$ cat src/pkg/smr_consts.vh
// constants for the setup misc and special mode register bank
`ifndef SMR_CONSTS_VH
`define SMR_CONSTS_VH
// register addresses (5-bit address field of the spi frame)
`define SMR_ADDR_MISC      5'h08
`define SMR_ADDR_SPEC      5'h09
// field positions of the misc setup register
`define SMR_MISC_LP_RND    7
`define SMR_MISC_PARITY    6
`define SMR_MISC_IRQ_LVL   5
`define SMR_MISC_IRQ_SHORT 4
`define SMR_MISC_IRQ_HALF  3
`define SMR_MISC_DBG_EN    2
// special mode field positions
`define SMR_SPEC_SEL_HI    7
`define SMR_SPEC_SEL_LO    6
// reset values
`define SMR_MISC_RST       8'h00
`define SMR_SPEC_RST       8'h00
// mode encodings (target select)
`define SMR_SEL_RESET      2'h0
`define SMR_SEL_SETUP      2'h1
`define SMR_SEL_REPROG     2'h2
// device modes reported by outside logic
`define SMR_MODE_NORMAL    3'h0
`define SMR_MODE_SETUP     3'h1
`define SMR_MODE_REPROG    3'h2
`define SMR_MODE_RESET     3'h3
// interrupt pulse widths
`define SMR_IRQ_LONG_NS    100000
`define SMR_IRQ_SHORT_NS   25000
`define SMR_CLK_NS         20
// pulse widths in clock cycles, sized to the 20-bit pulse counter
`define SMR_IRQ_LONG_CYC   20'h01388
`define SMR_IRQ_SHORT_CYC  20'h004e2
// spi frame width
`define SMR_FRAME_BITS     16
`endif

$ cat src/hdl/smr_lfsr.v
// free running lfsr supplying the six bit challenge code
`default_nettype none
module smr_lfsr (
  input  wire       clk_sys_i,
  input  wire       rst_i,
  output wire [5:0] code_o
);
  reg [15:0] lfsr_q;

  // x^16+x^14+x^13+x^11; nonzero seed keeps it from locking up
  always @(posedge clk_sys_i) begin
    if (rst_i) begin
      lfsr_q <= 16'hace1;
    end else begin
      lfsr_q <= {lfsr_q[14:0],
                 lfsr_q[15] ^ lfsr_q[13] ^ lfsr_q[12] ^ lfsr_q[10]};
    end
  end

  assign code_o = lfsr_q[5:0];
endmodule // smr_lfsr
`default_nettype wire

$ cat src/hdl/smr_regs.v
// spi slave with misc setup and special mode registers
`include "smr_consts.vh"
`default_nettype none
module smr_regs (
  input  wire       clk_sys_i,
  input  wire       rst_i,
  input  wire       spi_sclk_i,
  input  wire       spi_cs_n_i,
  input  wire       spi_mosi_i,
  output reg        spi_miso_o,
  input  wire [2:0] dev_mode_i,
  input  wire [1:0] strap_variant_i,
  input  wire       wd_half_i,
  output reg  [7:0] misc_cfg_o,
  output reg        lp_need_code_o,
  output reg        parity_err_o,
  output reg        irq_n_o,
  input  wire       irq_event_i,
  input  wire       irq_clear_i,
  output reg        dbg_res_flag_o,
  output reg  [1:0] variant_o,
  output reg        mode_req_o,
  output reg  [1:0] mode_sel_o,
  output reg        failsafe_n_o,
  output reg        wd_extend_ok_o
);
  localparam [19:0] IRQ_LONG  = `SMR_IRQ_LONG_CYC;
  localparam [19:0] IRQ_SHORT = `SMR_IRQ_SHORT_CYC;
  localparam [2:0] ST_IDLE = 3'b001;
  localparam [2:0] ST_SHIFT = 3'b010;
  localparam [2:0] ST_DONE = 3'b100;

  wire       sclk_s;
  wire       cs_sel_s;
  wire       cs_n_s;
  wire       mosi_s;
  wire [5:0] rnd_w;
  reg        sclk_q;
  reg  [2:0] st_q;
  reg  [15:0] sh_q;
  reg  [15:0] tx_q;
  reg  [4:0] cnt_q;
  reg  [7:0] spec_q;
  reg  [5:0] chal_q;
  reg        chal_ok_q;
  reg  [19:0] irq_cnt_q;
  reg        irq_hold_q;
  reg        half_q;

  smr_sync u_sclk (
    .clk_sys_i (clk_sys_i),
    .rst_i     (rst_i),
    .d_i       (spi_sclk_i),
    .q_o       (sclk_s)
  );
  smr_sync u_cs (
    .clk_sys_i (clk_sys_i),
    .rst_i     (rst_i),
    .d_i       (~spi_cs_n_i),
    .q_o       (cs_sel_s)
  );
  // synchronised as select so reset reads deselected, no false frame start
  assign cs_n_s = ~cs_sel_s;
  smr_sync u_mosi (
    .clk_sys_i (clk_sys_i),
    .rst_i     (rst_i),
    .d_i       (spi_mosi_i),
    .q_o       (mosi_s)
  );
  smr_lfsr u_rnd (
    .clk_sys_i (clk_sys_i),
    .rst_i     (rst_i),
    .code_o    (rnd_w)
  );

  // frame decode helpers: bit15..14 = 01 write, 00 read
  wire       rise_w  = sclk_s & ~sclk_q;
  wire       fall_w  = ~sclk_s & sclk_q;
  wire [15:0] fr_w   = sh_q;
  wire       wr_w    = (fr_w[15:14] == 2'h1);
  wire [4:0] addr_w  = fr_w[13:9];
  wire       par_w   = fr_w[8];
  wire [7:0] dat_w   = fr_w[7:0];
  // odd parity over the frame's other bits, parity bit included
  wire       par_ok  = ^fr_w;
  wire       in_setup = (dev_mode_i == `SMR_MODE_SETUP);
  wire [5:0] inv_w   = ~chal_q;
  wire       code_ok = chal_ok_q && (dat_w[5:0] == inv_w);
  wire       safe_cd = chal_ok_q &&
                       (dat_w[5:0] == {chal_q[5:4], inv_w[3:0]});
  wire       frame_end = (st_q == ST_SHIFT) && cs_n_s;
  wire       full_w  = (cnt_q == 5'd16);
  // parity error only counts when checking is enabled
  wire       par_bad = misc_cfg_o[`SMR_MISC_PARITY] & ~par_ok;
  wire       wr_go   = frame_end && full_w && wr_w && !par_bad;

  // spi frame engine: sample on rising, shift out on falling
  always @(posedge clk_sys_i) begin
    if (rst_i) begin
      st_q       <= ST_IDLE;
      sclk_q     <= 1'b0;
      sh_q       <= 16'h0000;
      tx_q       <= 16'h0000;
      cnt_q      <= 5'd0;
      spi_miso_o <= 1'b0;
    end else begin
      sclk_q <= sclk_s;
      case (st_q)
        ST_IDLE: begin
          if (!cs_n_s) begin
            st_q  <= ST_SHIFT;
            cnt_q <= 5'd0;
            tx_q  <= 16'h0000;
            spi_miso_o <= 1'b0;
          end
        end
        ST_SHIFT: begin
          if (cs_n_s) begin
            st_q <= ST_DONE;
          end else if (rise_w) begin
            sh_q <= {sh_q[14:0], mosi_s};
            if (cnt_q != 5'd16) begin
              cnt_q <= cnt_q + 5'd1;
            end
            // after the command byte, load the reply for the data byte
            if (cnt_q == 5'd7 && sh_q[6:0] == 7'h09) begin
              tx_q <= {2'b00, rnd_w, 8'h00};
            end
          end else if (fall_w) begin
            spi_miso_o <= tx_q[15];
            tx_q <= {tx_q[14:0], 1'b0};
          end
        end
        ST_DONE: st_q <= ST_IDLE;
        default: st_q <= ST_IDLE;
      endcase
    end
  end

  // register bank and challenge capture
  always @(posedge clk_sys_i) begin
    if (rst_i) begin
      misc_cfg_o   <= `SMR_MISC_RST;
      spec_q       <= `SMR_SPEC_RST;
      chal_q       <= 6'h00;
      chal_ok_q    <= 1'b0;
      parity_err_o <= 1'b0;
      mode_req_o   <= 1'b0;
      mode_sel_o   <= 2'h0;
      failsafe_n_o <= 1'b1;
    end else begin
      mode_req_o   <= 1'b0;
      parity_err_o <= frame_end && full_w && wr_w && par_bad;
      // read of special mode register captures the fresh challenge
      if (st_q == ST_SHIFT && rise_w && cnt_q == 5'd7 &&
          sh_q[6:0] == 7'h09) begin
        chal_q    <= rnd_w;
        chal_ok_q <= 1'b1;
      end
      if (wr_go && addr_w == `SMR_ADDR_MISC && in_setup) begin
        misc_cfg_o <= dat_w;
      end
      if (wr_go && addr_w == `SMR_ADDR_SPEC) begin
        chal_ok_q <= 1'b0; // one write per challenge
        spec_q    <= dat_w;
        // failsafe activation: setup target, partially inverted code
        if (in_setup && dat_w[7:6] == `SMR_SEL_SETUP && safe_cd &&
            !code_ok) begin
          failsafe_n_o <= 1'b0;
        end else if (code_ok && dat_w[7:6] != 2'h3) begin
          // setup target only from normal mode
          if (dat_w[7:6] != `SMR_SEL_SETUP ||
              dev_mode_i == `SMR_MODE_NORMAL) begin
            mode_req_o <= 1'b1;
            mode_sel_o <= dat_w[7:6];
          end
        end
      end
    end
  end

  // derived config outputs and debug variant override
  always @(posedge clk_sys_i) begin
    if (rst_i) begin
      lp_need_code_o <= 1'b0;
      variant_o      <= 2'h0;
      dbg_res_flag_o <= 1'b0;
      wd_extend_ok_o <= 1'b0;
    end else begin
      lp_need_code_o <= misc_cfg_o[`SMR_MISC_LP_RND];
      wd_extend_ok_o <= (dev_mode_i == `SMR_MODE_REPROG);
      if (misc_cfg_o[`SMR_MISC_DBG_EN]) begin
        // codes 100..111 map to variants b3,b2,b1,a (0..3)
        variant_o <= misc_cfg_o[1:0];
        if (strap_variant_i != misc_cfg_o[1:0]) begin
          dbg_res_flag_o <= 1'b1;
        end else if (irq_clear_i) begin
          dbg_res_flag_o <= 1'b0;
        end
      end else begin
        variant_o <= strap_variant_i;
        if (irq_clear_i) begin
          dbg_res_flag_o <= 1'b0;
        end
      end
    end
  end

  // irq pin: pulse of chosen width or held low until cleared
  always @(posedge clk_sys_i) begin
    if (rst_i) begin
      irq_n_o    <= 1'b1;
      irq_cnt_q  <= 20'd0;
      irq_hold_q <= 1'b0;
      half_q     <= 1'b0;
    end else begin
      half_q <= wd_half_i;
      if (irq_event_i || (misc_cfg_o[`SMR_MISC_IRQ_HALF] &&
          dev_mode_i == `SMR_MODE_REPROG && wd_half_i && !half_q)) begin
        irq_n_o <= 1'b0;
        irq_hold_q <= misc_cfg_o[`SMR_MISC_IRQ_LVL];
        irq_cnt_q <= misc_cfg_o[`SMR_MISC_IRQ_SHORT] ?
                     IRQ_SHORT : IRQ_LONG;
      end else if (irq_hold_q) begin
        if (irq_clear_i) begin
          irq_hold_q <= 1'b0;
          irq_n_o    <= 1'b1;
        end
      end else if (irq_cnt_q > 20'd1) begin
        irq_cnt_q <= irq_cnt_q - 20'd1;
      end else begin
        irq_cnt_q <= 20'd0;
        irq_n_o   <= 1'b1;
      end
    end
  end
endmodule // smr_regs
`default_nettype wire

$ cat src/hdl/smr_sync.v
// two flip-flop synchroniser for one level
`default_nettype none
module smr_sync (
  input  wire clk_sys_i,
  input  wire rst_i,
  input  wire d_i,
  output reg  q_o
);
  reg meta_q;

  // first stage is read only by the second
  always @(posedge clk_sys_i) begin
    if (rst_i) begin
      meta_q <= 1'b0;
      q_o    <= 1'b0;
    end else begin
      meta_q <= d_i;
      q_o    <= meta_q;
    end
  end
endmodule // smr_sync
`default_nettype wire

$ cat config.mk
export PLATFORM = sky130hd
export DESIGN_NAME = smr_regs
export DESIGN_NICKNAME = d
export VERILOG_FILES = /design/src/hdl/smr_lfsr.v /design/src/hdl/smr_regs.v /design/src/hdl/smr_sync.v
export VERILOG_INCLUDE_DIRS = /design/src /design/src/pkg
export SDC_FILE = /design/constraint.sdc
export NUM_CORES = 1
export LEC_CHECK = 0
export ABC_CLOCK_PERIOD_IN_PS = 1950
export BUFFER_PORTS_ARGS = -buffer_cell sky130_fd_sc_hd__buf_2
export CELL_PAD_IN_SITES_DETAIL_PLACEMENT = 0
export CELL_PAD_IN_SITES_GLOBAL_PLACEMENT = 2
export CORE_UTILIZATION = 35
export CTS_BUF_LIST = sky130_fd_sc_hd__clkbuf_8
export CTS_CLUSTER_SIZE = 24
export DETAILED_ROUTE_END_ITERATION = 8
export PLACE_DENSITY = 0.76
export SETUP_SLACK_MARGIN = 0.15
export SKIP_LAST_GASP = 1
export SLEW_MARGIN = 10
export SYNTH_ARGS = -nofsm -noshare
export SYNTH_HDL_FRONTEND = slang
export SYNTH_SLANG_ARGS = --single-unit
$ cat constraint.sdc
create_clock -name clk_sys_i -period 1.95 [get_ports clk_sys_i]
set_input_delay 0.39 -clock clk_sys_i [delete_from_list [all_inputs] [get_ports clk_sys_i]]
set_output_delay 0.39 -clock clk_sys_i [all_outputs]
set_load 0.05 [all_outputs]
==> impl_metrics.py <==
metrics = {
    "sta": {
        "finClkSkew_ns": 0.0106,
        "period_needed_ns": 2.05,
        "setup_viol": 10,
        "worst_pin_slew_ns": 0.428,
        "hold_viol": 0,
        "clock.fmax_ghz": 0.488,
        "rsz0062_at_grt": "yes",
        "fin_ws_ns": -0.101,
        "fin_crit_sh": 1.05,
        "slew_headroom": 0.712,
        "finalMaxSlewViolations": 0,
    },
    "cells_and_area": {
        "design_area_sq_um": 6140,
        "final_cell_mix": "dfxtp_1 (87), buf_4 (75), nor2_1 (60)",
        "layout_commonest_cell": "dfxtp_1",
        "n_antenna_cell": 0,
        "syn2layout_area_growth_pct": 35.3,
        "layout-drive-gt1-share": 0.370,
        "final_nets": 634,
    },
    "global_route": {
        "antenna_found_initial": 0,
        "grt_max_degree": 48,
        "grt_overflow": 0,
        "grt_pass1_wl_mm": 18.0,
        "grtUsageTotal": 0.174,
        "grt_pass1_vias": 3706,
    },
    "synth": {
        "yosys_warnings": 0,
        "ys_ff_latch": 104,
        "postSynthCellCount": 498,
        "synth_edf_count": 0,
        "yosysSeqAreaShare": 0.459,
        "syn_area_per_cell_sq_um": 9.12,
        "ys_async_sr_fraction": 0,
        "yosysUniqueCellTypes": 53,
        "synth_top_flop_cell": "dfxtp_1",
        "synthesis.area_sq_um": 4540,
        "synth_nets": 523,
    },
    "pwr": {
        "p_per_area_nw_per_um2": 655,
        "finalPower_mw": 4.02,
        "total_leakage_power_nw": 2.48,
        "ir_drop_v": 0.000390,
    },
    "routing": {
        "vias_per_cell": 4.78,
        "num_vias": 3754,
        "dr.pass1.iters": 4,
        "ant_nets": 0,
        "wirelength_mm": 10.8,
        "wire_per_inst_um": 13.8,
        "drtIter0Drc": 145,
        "drcViolationCount": 0,
    },
    "worst_setup_path": {
        "rr_endpoint": "misc_cfg_o[2]$_SDFFE_PP0P_",
        "startpoint_type": "flop",
        "arrival_ns": 2.32,
        "worstSetupPathType": "flop to flop",
        "crit_required_ns": 2.22,
        "rr_worst_depth": 9,
        "crit_path_max_fanout": 7,
        "reg2reg_slack_ns": -0.10,
        "end_kind": "flop",
        "timing.rr.start": "fr_w[2]$_SDFFE_PP0P_",
    },
    "run_status": {
        "violations": "negative setup slack",
        "outcome": "finished with violations",
    },
    "min_path": {
        "holdCritPathClass": "input pin to flop",
        "worstHoldStart": "spi_cs_n_i",
        "holdPathStages": 2,
        "min_to": "u_cs.meta_q$_SDFF_PP0_",
    },
    "clock_network": {
        "ctsRootBufferMaster": "clkbuf_8",
        "cts_tree": "done",
        "htreeDepth": 3,
        "clk_latency_ns": 0.38,
        "cts_made_buffers": 9,
        "clock_path_buffers": 2,
        "clock_sinks": 104,
        "clk_transition_reported_paths_ns": 0.10,
    },
    "floorplan": {
        "die_y_um": 116,
        "placement_rows": 41,
        "io_pins": 33,
        "dieArea_sq_um": 13400,
        "start_util": 0.360,
        "core-area_sq_um": 12600,
        "fp.dieW_um": 116,
    },
    "placed_design": {
        "dpl.hpwl_mm": 7.62,
        "port_buffers": 32,
        "place_congestion": 0.827,
        "dpl_cell_area_sq_um": 5510,
    },
    "run": {
        "maxCapViolCount": 0,
    },
}
-- worst max-delay path by stage --
stage | to | depth (start not counted) | slack (ns) | startpoint
6_report | misc_cfg_o[2]$_SDFFE_PP0P_ | 9 | -0.10 | fr_w[2]$_SDFFE_PP0P_
5_1_grt | misc_cfg_o[2]$_SDFFE_PP0P_ | 9 | -0.18 | fr_w[2]$_SDFFE_PP0P_
4_1_cts | misc_cfg_o[2]$_SDFFE_PP0P_ | 9 | -0.09 | fr_w[2]$_SDFFE_PP0P_
3_5_place_dp | tx_q[15]$_SDFFE_PP0P_ | 7 | -0.21 | cnt_q[0]$_SDFFE_PP0P_
3_3_place_gp | tx_q[15]$_SDFFE_PP0P_ | 8 | -0.14 | fr_w[2]$_SDFFE_PP0P_
2_1_floorplan | misc_cfg_o[2]$_SDFFE_PP0P_ | 8 | -0.04 | fr_w[5]$_SDFFE_PP0P_
-- Yosys cell counts (4+ instances only) --
cell,n,area [sq um]
nor4_1,8,50.1
nor2b_1,19,119
ha_1,12,150
o21ai_0,13,65.1
nand2_1,25,93.8
a31oi_1,6,37.5
clkbuf_1,15,56.3
xnor2_1,13,114
nor2_1,63,236
dfxtp_1,104,2080
xor2_1,11,96.3
mux2i_1,36,360
nand2b_1,9,56.3
nand4_1,5,31.3
o211ai_1,5,37.5
nand3_1,14,70.1
nor3_1,10,50.1
or2_2,9,56.3
nor3b_1,4,30.0
a21o_1,4,30.0
inv_1,21,78.8
a21oi_1,39,195
or3_1,10,62.6
-- layout make-up --
| cell class | count | area (sq um) |
|---|---|---|
| Tap cell | 172 | 215 |
| Timing Repair Buffer | 119 | 893 |
| Fill cell | 1248 | 6480 |
| Sequential cell | 104 | 2110 |
| Clock inverter | 5 | 27.5 |
| Clock buffer | 10 | 138 |
| Multi-Input combinational cell | 354 | 2670 |
| Inverter | 21 | 81.3 |
-- worst max-delay path: stages (launching register included) --
cell,delay (ns)
dfxtp_2,0.34
inv_2,0.05
ha_4,0.28
xnor2_4,0.12
xnor2_2,0.15
xnor3_2,0.43
a21oi_4,0.19
buf_12,0.14
mux2i_1,0.19
nor2_1,0.05
-- sequential cells by signal, summed over array words and instances (netlist names), 2 cells and up --
signal        flops
misc_cfg_o        8
irq_cnt_q        20
st_q              3
u_rnd.lfsr_q     16
cnt_q             5
fr_w             16
mode_sel_o        2
tx_q              8
variant_o         2
chal_q            6
-- per-layer routing --
layer / global-route usage / share of wire / vias to the layer above
met3: 0.0481 / 0.024 / 8
met2: 0.301 / 0.51 / 30
met4: 0.0462 / 0.0098 / 0
met1: 0.213 / 0.46 / 1776
li1: - / - / 1940
met5: 0 / 0 / -
-- kinds of logic after synthesis --
| kind of cell | synth area share |
|---|---|
| mux | 0.0794 |
| buf+inv | 0.0356 |
| fa+ha+maj | 0.0331 |
| flops | 0.459 |
| simple gates | 0.237 |
| compound gates | 0.105 |
| xor+xnor | 0.0513 |
-- where the power goes --
part / leakage [nW] / switching (mW) / total [mW] / internal (mW)
sequential: 0.857 / 0.0536 / 2.24 / 2.18
combinational: 1.54 / 0.297 / 0.575 / 0.278
clock: 0.0868 / 0.728 / 1.21 / 0.482
-- what timing repair did --
action,CTS,global route
pin swaps,28,31
setup buffers,10,2
gates cloned,1,0
setup endpoints to repair,40,67
hold buffers,0,0
resized for setup,56,30
-- metrics by stage --
stage	hold WS, ns	std cells	util	setup slack, ns	setup TNS, ns
floorplan	0.389	498	-	-0.0447	-0.311
global placement	0.396	757	0.436	-0.144	-1.49
detailed placement	0.404	757	0.436	-0.207	-1.82
CTS	0.125	783	0.475	-0.0920	-0.637
global route	0.124	785	0.487	-0.180	-2.44
finish	0.158	785	0.487	-0.101	-0.706
No activity file was read; power rests on OpenSTA's default activity.
